**config.mk**
```make
export PLATFORM = sky130hd
export DESIGN_NAME = thcb_bank
export DESIGN_NICKNAME = d
export VERILOG_FILES = /design/src/verilog/thcb_pkg.sv /design/src/verilog/thcb_bank.sv
export SDC_FILE = /design/constraint.sdc
export NUM_CORES = 1
export LEC_CHECK = 0
export BUFFER_PORTS_ARGS = -buffer_cell sky130_fd_sc_hd__buf_4
export CAP_MARGIN = 10
export CELL_PAD_IN_SITES_DETAIL_PLACEMENT = 0
export CELL_PAD_IN_SITES_GLOBAL_PLACEMENT = 1
export CORE_MARGIN = 2
export CORE_UTILIZATION = 48
export DETAILED_ROUTE_END_ITERATION = 8
export HOLD_SLACK_MARGIN = 0.06
export MAX_ROUTING_LAYER = met4
export PLACE_DENSITY_LB_ADDON = 0.05
export SETUP_SLACK_MARGIN = 0.1
export SYNTH_ARGS = -nofsm -noshare
export SYNTH_HDL_FRONTEND = slang
export SYNTH_SLANG_ARGS = --single-unit
```
**constraint.sdc**
```tcl
create_clock -name mclk -period 7.7 [get_ports mclk]
set_input_delay 2.31 -clock mclk [delete_from_list [all_inputs] [get_ports mclk]]
set_output_delay 2.31 -clock mclk [all_outputs]
set_load 0.05 [all_outputs]
```
**src/verilog/thcb_pkg.sv**
```systemverilog
// Package for the threshold and hysteresis configuration bank.
// Assumes one 40 MHz clock and a host reaching the bank over the two-wire serial bus.
package thcb_pkg;

  localparam logic [7:0] OFS_A_NEAR   = 8'h60;
  localparam logic [7:0] OFS_A_CONT   = 8'h61;
  localparam logic [7:0] OFS_A_FIRM   = 8'h63;
  localparam logic [7:0] OFS_SETTINGS = 8'h80;
  localparam logic [7:0] OFS_81       = 8'h81;
  localparam logic [7:0] OFS_82       = 8'h82;
  localparam logic [7:0] OFS_83       = 8'h83;

  localparam int TOUCH_CODE_LSB = 4;
  localparam int NEAR_CODE_LSB  = 0;
  localparam logic [7:0] SETTINGS_RSVD_MASK = 8'hCC;

  localparam logic [7:0] RST_SETTINGS = 8'hA2;
  localparam logic [7:0] RST_81       = 8'h0A;
  localparam logic [7:0] RST_82       = 8'h16;
  localparam logic [7:0] RST_83       = 8'h25;
  localparam logic [7:0] RST_A_THR    = 8'h00;
  localparam logic [7:0] UNMAPPED_READ = 8'h00;

  // Bus address of the device; value is arbitrary
  localparam logic [6:0] DEV_ADDR = 7'h2A;
  localparam logic [3:0] BITS_PER_BYTE = 4'h8;

  typedef enum logic [1:0] {
    MARGIN_OFF     = 2'h0,
    MARGIN_EIGHTH  = 2'h1,
    MARGIN_QUARTER = 2'h2,
    MARGIN_SIXTEEN = 2'h3
  } thcb_margin_t;

  typedef enum {
    ST_IDLE, ST_ADDR, ST_ADDR_ACK, ST_REG, ST_REG_ACK,
    ST_WDATA, ST_WDATA_ACK, ST_RDATA, ST_HOST_ACK
  } thcb_state_t;

  typedef struct packed {
    logic [7:0]  hyst_near;
    logic [7:0]  hyst_near_margin;
    logic [9:0]  hyst_contact;
    logic [9:0]  hyst_contact_margin;
    logic        halt_always;
    logic [7:0]  halt_thr;
    logic [7:0]  a_near;
    logic [15:0] a_contact;
    logic [15:0] a_firm;
    logic [7:0]  b_near;
    logic [7:0]  b_contact;
    logic [9:0]  b_firm;
  } thcb_thr_t;

endpackage

```
**src/verilog/thcb_bank.sv**
```systemverilog
// Threshold and hysteresis configuration bank with its two-wire serial slave.
// Assumes the serial pins are open drain with pull-ups, and the baselines come from
// logic on the same clock.
`timescale 1ns/1ps
`default_nettype none

module thcb_bank (
  input  wire logic               mclk,
  input  wire logic               rst_n,
  input  wire logic               scl_in,
  input  wire logic               sda_in,
  output logic                    sda_out,
  output logic                    sda_oe,
  input  wire logic               dual_sar_mode,
  input  wire logic [15:0]        long_term_baseline_a,
  output thcb_pkg::thcb_thr_t     thr
);

  // Storage for the seven mapped offsets
  logic [7:0] sar_ant1_near_threshold;
  logic [7:0] sar_ant1_contact_threshold;
  logic [7:0] sar_ant1_firm_contact_threshold;
  logic [7:0] margin_ui_settings;
  logic [7:0] margin_ui_filter_halt_threshold;
  logic [7:0] margin_ui_near_threshold;
  logic [7:0] margin_ui_contact_threshold;

  logic [2:0]            scl_sync;
  logic [2:0]            sda_sync;
  logic                  scl_f;
  logic                  sda_f;
  logic                  scl_prev;
  logic                  sda_prev;
  logic                  scl_rise;
  logic                  scl_fall;
  logic                  start_cond;
  logic                  stop_cond;
  thcb_pkg::thcb_state_t state;
  logic [3:0]            bit_cnt;
  logic [7:0]            shreg;
  logic [7:0]            ptr;
  logic                  rw;
  logic                  wr_fire;
  logic [7:0]            rd_data;
  logic [1:0]            touch_code;
  logic [1:0]            near_code;
  logic [1:0]            near_sel;

  function automatic logic [9:0] margin_of(input logic [9:0] t, input logic [1:0] code);
    unique case (code)
      thcb_pkg::MARGIN_OFF:     margin_of = 10'h000;
      thcb_pkg::MARGIN_EIGHTH:  margin_of = {3'h0, t[9:3]};
      thcb_pkg::MARGIN_QUARTER: margin_of = {2'h0, t[9:2]};
      thcb_pkg::MARGIN_SIXTEEN: margin_of = {4'h0, t[9:4]};
    endcase
  endfunction

  function automatic logic [15:0] baseline_scale(input logic [7:0] v, input logic [15:0] long_term_baseline);
    logic [23:0] prod;
    prod = {16'h0000, v} * {8'h00, long_term_baseline};
    baseline_scale = prod[23:8];
  endfunction

  // Three-stage pin synchronisers; a level counts once stages two and three agree
  always_ff @(posedge mclk) begin
    if (!rst_n) begin
      scl_sync <= 3'h7;
      sda_sync <= 3'h7;
    end else begin
      scl_sync <= {scl_sync[1:0], scl_in};
      sda_sync <= {sda_sync[1:0], sda_in};
    end
  end

  always_ff @(posedge mclk) begin
    if (!rst_n) begin
      scl_f    <= 1'b1;
      sda_f    <= 1'b1;
      scl_prev <= 1'b1;
      sda_prev <= 1'b1;
    end else begin
      if (scl_sync[1] == scl_sync[2]) begin
        scl_f <= scl_sync[2];
      end
      if (sda_sync[1] == sda_sync[2]) begin
        sda_f <= sda_sync[2];
      end
      scl_prev <= scl_f;
      sda_prev <= sda_f;
    end
  end

  assign scl_rise   = scl_f && !scl_prev;
  assign scl_fall   = !scl_f && scl_prev;
  assign start_cond = scl_f && scl_prev && sda_prev && !sda_f;
  assign stop_cond  = scl_f && scl_prev && !sda_prev && sda_f;
  assign wr_fire    = scl_fall && (state == thcb_pkg::ST_WDATA) && (bit_cnt == thcb_pkg::BITS_PER_BYTE);

  // Read mux; in dual-pad mode the margin fields read back as zero
  always_comb begin
    rd_data = thcb_pkg::UNMAPPED_READ;
    unique case (ptr)
      thcb_pkg::OFS_A_NEAR:   rd_data = sar_ant1_near_threshold;
      thcb_pkg::OFS_A_CONT:   rd_data = sar_ant1_contact_threshold;
      thcb_pkg::OFS_A_FIRM:   rd_data = sar_ant1_firm_contact_threshold;
      thcb_pkg::OFS_SETTINGS: rd_data = dual_sar_mode ? 8'h00 : margin_ui_settings;
      thcb_pkg::OFS_81:       rd_data = margin_ui_filter_halt_threshold;
      thcb_pkg::OFS_82:       rd_data = margin_ui_near_threshold;
      thcb_pkg::OFS_83:       rd_data = margin_ui_contact_threshold;
      default:                rd_data = thcb_pkg::UNMAPPED_READ;
    endcase
  end

  // Serial slave: shift on the rising clock, change outputs on the falling clock
  always_ff @(posedge mclk) begin
    if (!rst_n) begin
      state   <= thcb_pkg::ST_IDLE;
      bit_cnt <= 4'h0;
      shreg   <= 8'h00;
      ptr     <= 8'h00;
      rw      <= 1'b0;
    end else if (start_cond) begin
      state   <= thcb_pkg::ST_ADDR;
      bit_cnt <= 4'h0;
    end else if (stop_cond) begin
      state <= thcb_pkg::ST_IDLE;
    end else if (scl_rise) begin
      unique case (state)
        thcb_pkg::ST_ADDR, thcb_pkg::ST_REG, thcb_pkg::ST_WDATA: begin
          shreg   <= {shreg[6:0], sda_f};
          bit_cnt <= bit_cnt + 4'h1;
        end
        thcb_pkg::ST_RDATA: bit_cnt <= bit_cnt + 4'h1;
        thcb_pkg::ST_HOST_ACK: begin
          if (sda_f) begin
            state <= thcb_pkg::ST_IDLE;
          end
        end
        default: ;
      endcase
    end else if (scl_fall) begin
      unique case (state)
        thcb_pkg::ST_ADDR: begin
          if (bit_cnt == thcb_pkg::BITS_PER_BYTE) begin
            if (shreg[7:1] == thcb_pkg::DEV_ADDR) begin
              state <= thcb_pkg::ST_ADDR_ACK;
              rw    <= shreg[0];
            end else begin
              state <= thcb_pkg::ST_IDLE;
            end
          end
        end
        thcb_pkg::ST_ADDR_ACK: begin
          bit_cnt <= 4'h0;
          if (rw) begin
            state <= thcb_pkg::ST_RDATA;
            shreg <= rd_data;
            ptr   <= ptr + 8'h01;
          end else begin
            state <= thcb_pkg::ST_REG;
          end
        end
        thcb_pkg::ST_REG: begin
          if (bit_cnt == thcb_pkg::BITS_PER_BYTE) begin
            ptr   <= shreg;
            state <= thcb_pkg::ST_REG_ACK;
          end
        end
        thcb_pkg::ST_WDATA: begin
          if (bit_cnt == thcb_pkg::BITS_PER_BYTE) begin
            ptr   <= ptr + 8'h01;
            state <= thcb_pkg::ST_WDATA_ACK;
          end
        end
        thcb_pkg::ST_REG_ACK, thcb_pkg::ST_WDATA_ACK: begin
          bit_cnt <= 4'h0;
          state   <= thcb_pkg::ST_WDATA;
        end
        thcb_pkg::ST_RDATA: begin
          if (bit_cnt == thcb_pkg::BITS_PER_BYTE) begin
            state <= thcb_pkg::ST_HOST_ACK;
          end else begin
            shreg <= {shreg[6:0], 1'b0};
          end
        end
        thcb_pkg::ST_HOST_ACK: begin
          bit_cnt <= 4'h0;
          state   <= thcb_pkg::ST_RDATA;
          shreg   <= rd_data;
          ptr     <= ptr + 8'h01;
        end
        default: ;
      endcase
    end
  end

  // Open drain: only ever pull low
  assign sda_out = 1'b0;
  assign sda_oe  = (state == thcb_pkg::ST_ADDR_ACK) || (state == thcb_pkg::ST_REG_ACK) ||
                   (state == thcb_pkg::ST_WDATA_ACK) || ((state == thcb_pkg::ST_RDATA) && !shreg[7]);

  // Register writes; one storage per offset, shared by both modes
  always_ff @(posedge mclk) begin
    if (!rst_n) begin
      sar_ant1_near_threshold         <= thcb_pkg::RST_A_THR;
      sar_ant1_contact_threshold      <= thcb_pkg::RST_A_THR;
      sar_ant1_firm_contact_threshold <= thcb_pkg::RST_A_THR;
      margin_ui_settings              <= thcb_pkg::RST_SETTINGS;
      margin_ui_filter_halt_threshold <= thcb_pkg::RST_81;
      margin_ui_near_threshold        <= thcb_pkg::RST_82;
      margin_ui_contact_threshold     <= thcb_pkg::RST_83;
    end else if (wr_fire) begin
      unique case (ptr)
        thcb_pkg::OFS_A_NEAR: sar_ant1_near_threshold <= shreg;
        thcb_pkg::OFS_A_CONT: sar_ant1_contact_threshold <= shreg;
        thcb_pkg::OFS_A_FIRM: sar_ant1_firm_contact_threshold <= shreg;
        // Reserved bits keep their reset pattern; margin fields are fixed in dual-pad mode
        thcb_pkg::OFS_SETTINGS: begin
          if (!dual_sar_mode) begin
            margin_ui_settings <= (thcb_pkg::RST_SETTINGS & thcb_pkg::SETTINGS_RSVD_MASK) |
                                  (shreg & ~thcb_pkg::SETTINGS_RSVD_MASK);
          end
        end
        thcb_pkg::OFS_81: margin_ui_filter_halt_threshold <= shreg;
        thcb_pkg::OFS_82: margin_ui_near_threshold <= shreg;
        thcb_pkg::OFS_83: margin_ui_contact_threshold <= shreg;
        default: ;
      endcase
    end
  end

  assign touch_code = dual_sar_mode ? 2'h0 : margin_ui_settings[thcb_pkg::TOUCH_CODE_LSB +: 2];
  assign near_code  = dual_sar_mode ? 2'h0 : margin_ui_settings[thcb_pkg::NEAR_CODE_LSB +: 2];
  // Near code 10 is a second one-eighth code, unlike the touch field
  assign near_sel   = (near_code == 2'h2) ? 2'h1 : near_code;

  // Effective thresholds; registered so the pipeline sees glitch-free values.
  // The inactive mode's view is zeroed so a consumer cannot misread shared offsets.
  always_ff @(posedge mclk) begin
    if (!rst_n) begin
      thr <= '0;
    end else begin
      thr.a_near    <= sar_ant1_near_threshold;
      thr.a_contact <= baseline_scale(sar_ant1_contact_threshold, long_term_baseline_a);
      thr.a_firm    <= baseline_scale(sar_ant1_firm_contact_threshold, long_term_baseline_a);
      if (dual_sar_mode) begin
        thr.hyst_near           <= 8'h00;
        thr.hyst_near_margin    <= 8'h00;
        thr.hyst_contact        <= 10'h000;
        thr.hyst_contact_margin <= 10'h000;
        thr.halt_always         <= 1'b0;
        thr.halt_thr            <= 8'h00;
        thr.b_near              <= margin_ui_filter_halt_threshold;
        thr.b_contact           <= margin_ui_near_threshold;
        thr.b_firm              <= {margin_ui_contact_threshold, 2'h0};
      end else begin
        thr.hyst_near           <= margin_ui_near_threshold;
        thr.hyst_near_margin    <= 8'(margin_of({2'h0, margin_ui_near_threshold}, near_sel));
        thr.hyst_contact        <= {margin_ui_contact_threshold, 2'h0};
        thr.hyst_contact_margin <= margin_of({margin_ui_contact_threshold, 2'h0}, touch_code);
        thr.halt_always         <= (margin_ui_filter_halt_threshold == 8'h00);
        thr.halt_thr            <= margin_ui_filter_halt_threshold;
        thr.b_near              <= 8'h00;
        thr.b_contact           <= 8'h00;
        thr.b_firm              <= 10'h000;
      end
    end
  end

  a_touch_eighth: assert property (@(posedge mclk) disable iff (!rst_n)
    (!dual_sar_mode && touch_code == 2'h1) |=>
      thr.hyst_contact_margin == {3'h0, $past(margin_ui_contact_threshold), 2'h0} >> 3)
    else $error("touch margin not one eighth");

  a_touch_sixteenth: assert property (@(posedge mclk) disable iff (!rst_n)
    (!dual_sar_mode && touch_code == 2'h3) |=>
      thr.hyst_contact_margin == {4'h0, $past(margin_ui_contact_threshold[7:2])})
    else $error("touch margin not one sixteenth");

  a_near_margin_code: assert property (@(posedge mclk) disable iff (!rst_n)
    (!dual_sar_mode && near_code[1] != near_code[0]) |=>
      thr.hyst_near_margin == {3'h0, $past(margin_ui_near_threshold[7:3])})
    else $error("near margin codes 01/10 not one eighth");

  a_halt_zero: assert property (@(posedge mclk) disable iff (!rst_n)
    ##1 (!$past(dual_sar_mode)) |-> (thr.halt_always == ($past(margin_ui_filter_halt_threshold) == 8'h00)))
    else $error("halt-always flag wrong");

  a_contact_times4: assert property (@(posedge mclk) disable iff (!rst_n)
    !dual_sar_mode |=> thr.hyst_contact == 10'($past(margin_ui_contact_threshold) * 4))
    else $error("contact threshold not times four");

  a_dual_no_margin: assert property (@(posedge mclk) disable iff (!rst_n)
    dual_sar_mode [*2] |-> thr.hyst_contact_margin == 10'h000 && thr.hyst_near_margin == 8'h00)
    else $error("margin active in dual-pad mode");

  a_pad_a_scale: assert property (@(posedge mclk) disable iff (!rst_n)
    ##1 1'b1 |-> thr.a_contact ==
      16'(({16'h0000, $past(sar_ant1_contact_threshold)} * {8'h00, $past(long_term_baseline_a)}) >> 8))
    else $error("pad A contact scaling wrong");

  a_pad_b_firm: assert property (@(posedge mclk) disable iff (!rst_n)
    dual_sar_mode |=> thr.b_firm == {$past(margin_ui_contact_threshold), 2'h0} &&
      thr.b_near == $past(margin_ui_filter_halt_threshold))
    else $error("pad B thresholds wrong");

  a_write_lands: assert property (@(posedge mclk) disable iff (!rst_n)
    (wr_fire && ptr == thcb_pkg::OFS_82) |=> margin_ui_near_threshold == $past(shreg) ##1
      (dual_sar_mode || thr.hyst_near == $past(margin_ui_near_threshold)))
    else $error("write to 0x82 not applied");

  a_near_plain: assert property (@(posedge mclk) disable iff (!rst_n)
    !dual_sar_mode |=> thr.hyst_near == $past(margin_ui_near_threshold))
    else $error("margin near threshold not unscaled");

  a_pad_a_near: assert property (@(posedge mclk) disable iff (!rst_n)
    ##1 1'b1 |-> thr.a_near == $past(sar_ant1_near_threshold))
    else $error("pad A near threshold not unscaled");

  a_pad_a_firm: assert property (@(posedge mclk) disable iff (!rst_n)
    ##1 1'b1 |-> thr.a_firm ==
      16'(({16'h0000, $past(sar_ant1_firm_contact_threshold)} * {8'h00, $past(long_term_baseline_a)}) >> 8))
    else $error("pad A firm contact scaling wrong");

  a_pad_b_contact: assert property (@(posedge mclk) disable iff (!rst_n)
    dual_sar_mode |=> thr.b_contact == $past(margin_ui_near_threshold))
    else $error("pad B contact threshold not unscaled");

  a_margin_b_zero: assert property (@(posedge mclk) disable iff (!rst_n)
    !dual_sar_mode |=> thr.b_near == 8'h00 && thr.b_contact == 8'h00 && thr.b_firm == 10'h000)
    else $error("pad B view active in margin mode");

  a_settings_rsvd: assert property (@(posedge mclk) disable iff (!rst_n)
    (margin_ui_settings & thcb_pkg::SETTINGS_RSVD_MASK) ==
      (thcb_pkg::RST_SETTINGS & thcb_pkg::SETTINGS_RSVD_MASK))
    else $error("unused settings bits changed");

  a_dual_no_write: assert property (@(posedge mclk) disable iff (!rst_n)
    (wr_fire && dual_sar_mode && ptr == thcb_pkg::OFS_SETTINGS) |=> $stable(margin_ui_settings))
    else $error("settings written in dual-pad mode");

  c_write: cover property (@(posedge mclk) disable iff (!rst_n) wr_fire);
  c_read: cover property (@(posedge mclk) disable iff (!rst_n) state == thcb_pkg::ST_HOST_ACK && scl_rise);
  c_dual_write: cover property (@(posedge mclk) disable iff (!rst_n) wr_fire && dual_sar_mode);
  c_dual_read: cover property (@(posedge mclk) disable iff (!rst_n) state == thcb_pkg::ST_RDATA && dual_sar_mode);

endmodule // thcb_bank

`default_nettype wire

```
# After elaboration in Yosys (flattened, before gate mapping)

Cells that the tools add are included.

$lt $le $gt $ge: 0
Add/subtract/negate cells: 2
Bitwise operators: 5
Reduce and logical (&&, ||, !) cells: 49
Mux-type cells: 34
Divide/modulo/power cells: 0
Shifts and indexed selects: 0
Equality and inequality tests: 50
Multipliers: 2

Operators by type and width:

| kind                | count |
|---|---|
| $mux 32             | 8 |
| $pmux 32 s7         | 1 |
| $eq 32x3->1 const B | 5 |
| $eq 32x4->1 const B | 5 |
| $mux 8              | 9 |
| $eq 32x2->1 const B | 2 |
| $pmux 8 s4          | 2 |
| $pmux 8 s7          | 1 |
| $mul 8x16->24       | 2 |
| $pmux 10 s4         | 1 |
| $eq 32x1->1 const B | 1 |
| $eq 8x8->1 const B  | 4 |
| $eq 8x7->1 const B  | 3 |
| $pmux 8 s3          | 1 |
| $reduce_and 8->1    | 3 |
| $ne 5x5->1 const B  | 4 |
| $ne 3x3->1 const B  | 6 |
| $mux 4              | 4 |
| $reduce_and 2->1    | 7 |
| $reduce_and 7->1    | 2 |
| $reduce_bool 4->1   | 3 |
| $eq 2x2->1 const B  | 5 |
| $logic_and 1x1->1   | 10 |
| $ne 2x2->1 const B  | 5 |
| 25 further kinds    | 48 |

Memory bits (writable): 0
Memories: 0
Register bits: 226
Bits in latches: 0
ROM bits: 0
Bits of input ports: 21

# Logic depth before layout (Yosys ltp)

Depth in word-level cells: 8
Depth in mapped cells: 17
Depth with buffers taken out: 16

# Least setup slack after synthesis

No wires, ideal clock.

Path kind: input-to-reg
Start point: input port long_term_baseline_a[5]
End point: register thr[55] (netlist bit)
Stages: 15
Library setup time: 0.072 ns
Path buffers: 1
Required time: 7.628 ns
Arrival: 6.301 ns
Path slack: 1.327 ns
Cell sequence: clkbuf_1 -> nand2_1 -> fa_1 -> fa_1 -> inv_1 -> fa_1 -> inv_1 -> fa_1 -> inv_1 -> ha_1 -> and3_1 -> a221oi_1 -> o211ai_1 -> a311oi_1 -> mux2i_1

Word-level cells in the longest chain between the ends: 1

Ends and longest elaborated chain:

| item               | line            | RTL |
|---|---|---|
| start: declaration | thcb_bank.sv:15 | `input wire logic [15:0] long_term_baseline_a,` |
| $mul 8x16->24      | thcb_bank.sv:60 | `prod = {16'h0000, v} * {8'h00, long_term_baseline};` |
| end: declaration   | thcb_bank.sv:16 | `output thcb_pkg::thcb_thr_t thr` |

Every way passes these cells.
A chain may end at the register's enable or synchronous reset.

# Worst setup path in the final report

Start point: input port long_term_baseline_a[7]
End point: register thr[54] (netlist bit)

Same word-level chain as after synthesis.

==> results.json <==
{
  "status": "complete, no violations",
  "ys.flop_type": "dfxtp_1",
  "die_x_um": 184.3,
  "synth-async-reset-ratio": 0,
  "yosys_warnings": 0,
  "dp_slack_ns": 1.004,
  "drtIter0Drc": 748,
  "io_pins": 134,
  "period_share": 0.8061,
  "initial_core_util": 0.4831,
  "min_period_ns": 6.207,
  "antenna_found_initial": 0,
  "clk_path_buf_depth": 2,
  "timing.rr.start": "sar_ant1_contact_threshold[3]",
  "vdd_ir_drop_max_mv": 0.1665,
  "grt-ovfl-total": 0,
  "pwr_density_cell_nw_per_um2": 114.3,
  "ctsHoldBuffers": 0,
  "hp-class": "flip-flop to flip-flop",
  "final_common_cell": "and2_1",
  "cts_root_buffer": "clkbuf_16",
  "setup_total_negative_slack_ns": 0,
  "coreArea_um2": 32290,
  "routed_via_density": 5.250,
  "grt_pass1_vias": 11650,
  "cts_buffers": 17,
  "holdWs_ns": 0.4119,
  "worstHoldStart": "scl_sync[0]",
  "route.met3.wl_um": 1673,
  "power_leakage_nw": 8.597,
  "vias": 11600,
  "mostFrequentLayoutCells": "270 x and2_1, 202 x inv_1, 190 x dfxtp_1, 166 x fa_1, 127 x buf_4",
  "final-setup-viol-count": 0,
  "cp-startpoint": "long_term_baseline_a[7]",
  "synth-seq-cells": 190,
  "cts_tree": "yes",
  "gp_congestion": 0.8501,
  "reg2reg_slack_ns": 2.73,
  "ys_types": 80,
  "arrival_ns": 6.54,
  "clock_latency_ns": 0.44,
  "grt_pass1_wl_um": 62370,
  "hold_viol": 0,
  "maxCapViolCount": 0,
  "dr.max_layer_used": "met4",
  "netlist_instances": 1697,
  "grt_max_degree": 84,
  "synth_edf_count": 0,
  "setup_slack_ns": 1.493,
  "numPortBuffers": 124,
  "worst_clock_skew_ns": 0.009125,
  "ys_seq_area_frac": 0.2438,
  "worst_pin_slew_ns": 0.8501,
  "route.met2.wl_um": 15890,
  "post_drt_wl_per_cell_um": 16.76,
  "worstPathRequired_ns": 8.03,
  "die-height_um": 184.3,
  "fmax_ghz": 0.1611,
  "synthToLayoutAreaGrowth_pct": 10.54,
  "clkSlewWorstSetupHoldPaths_ns": 0.08,
  "syn-cell-area_um2": 15600,
  "antenna_left": 0,
  "die-area_um2": 33960,
  "cp-end-kind": "flip-flop",
  "cts_resized": 0,
  "cp-start-kind": "input port",
  "num_rows": 66,
  "setup.worst_path.class": "input port to flip-flop",
  "drive_gt1_frac": 0.1058,
  "finalMaxSlewViolations": 0,
  "diodes": 0,
  "clkSinkCount": 190,
  "syn_avg_cell_area_um2": 9.192,
  "post_cts.repair.setup_buffers": 0,
  "wl_met1_um": 19040,
  "crit_fanout": 16,
  "timing.slew.headroom": 0.4333,
  "routed_wl_um": 37050,
  "h-tree-depth": 4,
  "rsz0062_at_grt": "no",
  "grt_use_total": 0.2371,
  "drt-pass1-iter-count": 6,
  "dp_hpwl_um": 27100,
  "drc": 0,
  "nNetsFinal": 2036
}
[cell type report]
class,instances,area (µm²)
clock buffers,20,456.7
fillers,3034,15050
repair buffers,127,953.4
flip-flops and latches,190,3804
inverters,203,762.0
clock inverters,12,121.4
multi-input cells,1216,10590
well taps,442,553.0
[synthesized netlist by cell type, types with 7 or more instances]
library cell	number	area [µm²]
buf_4	10	75.07
a21oi_1	68	340.3
a211oi_1	8	60.06
a31oi_1	9	56.30
nor2b_1	48	300.3
nand2b_1	28	175.2
o22ai_1	9	56.30
xor2_1	13	113.9
inv_1	202	758.2
a22oi_1	14	105.1
clkbuf_1	73	274.0
a222oi_1	13	130.1
fa_1	166	3323
ha_1	94	1176
nand4_1	11	68.82
nor2_1	38	142.6
mux2i_1	68	680.7
nand3_1	18	90.09
xnor2_1	7	61.31
and2_1	270	1689
dfxtp_1	190	3804
o21ai_0	48	240.2
and3_1	39	244.0
nor3_1	15	75.07
nand2_1	110	412.9
[routing by layer]
| layer | global-route usage | up-vias |
|---|---|---|
| met5 | - | - |
| met4 | 0.05024 | 0 |
| met3 | 0.03537 | 34 |
| met2 | 0.3402 | 242 |
| met1 | 0.3533 | 5675 |
| li1 | - | 5652 |
[kinds of logic after synthesis]
family / share of synthesized area
and+or+nand+nor: 0.2343
buffers and inverters: 0.07901
adders and majority gates: 0.2884
AOI/OAI and AO/OA: 0.09714
DFF: 0.2438
muxes: 0.04580
xor gates and xnor gates: 0.01123
other: 0.0002404
[final timing paths]
check / to / cells after the start
max: thr[54] / 15
min: scl_sync[1] / 1
max reg2reg: thr[55] / 14
min reg2reg: scl_sync[1] / 1
[critical path, stage by stage]
cell	delay (ns)
buf_4	0.17
and2_1	0.19
fa_1	0.50
fa_1	0.51
fa_1	0.49
inv_1	0.05
fa_1	0.48
inv_1	0.04
ha_1	0.39
nand2_1	0.10
o21ai_0	0.26
a31oi_1	0.12
o41ai_1	0.53
a21boi_0	0.22
mux2i_1	0.16
[sequential cells by signal, summed over array words and instances (netlist names), 8 cells and up]
signal	flops
sar_ant1_contact_threshold	8
margin_ui_near_threshold	8
sar_ant1_near_threshold	8
margin_ui_filter_halt_threshold	8
sar_ant1_firm_contact_threshold	8
thr	103
margin_ui_contact_threshold	8
shreg	8
ptr	8
[report_power, final]
| part | internal [W] | leakage, nW | total [W] | switching, W |
|---|---|---|---|---|
| registers | 0.000988 | 1.54 | 0.000991 | 0.00000223 |
| clock network | 0.000445 | 0.273 | 0.000883 | 0.000438 |
| logic | 0.0000236 | 6.79 | 0.0000966 | 0.0000730 |
| total | 0.00146 | 8.60 | 0.00197 | 0.000513 |
[stage by stage]
stage,std cells,area (µm²),util,power (W)
floorplan,1705,15630,-,0.001078
detailed placement,2178,16660,0.5161,0.001110
CTS,2210,17240,0.5340,0.001995
finish,2210,17240,0.5340,0.001970
global route,2210,17240,0.5340,0.002039
global placement,2178,16660,0.5161,0.001109
Power figures use the tool's default switching activity.
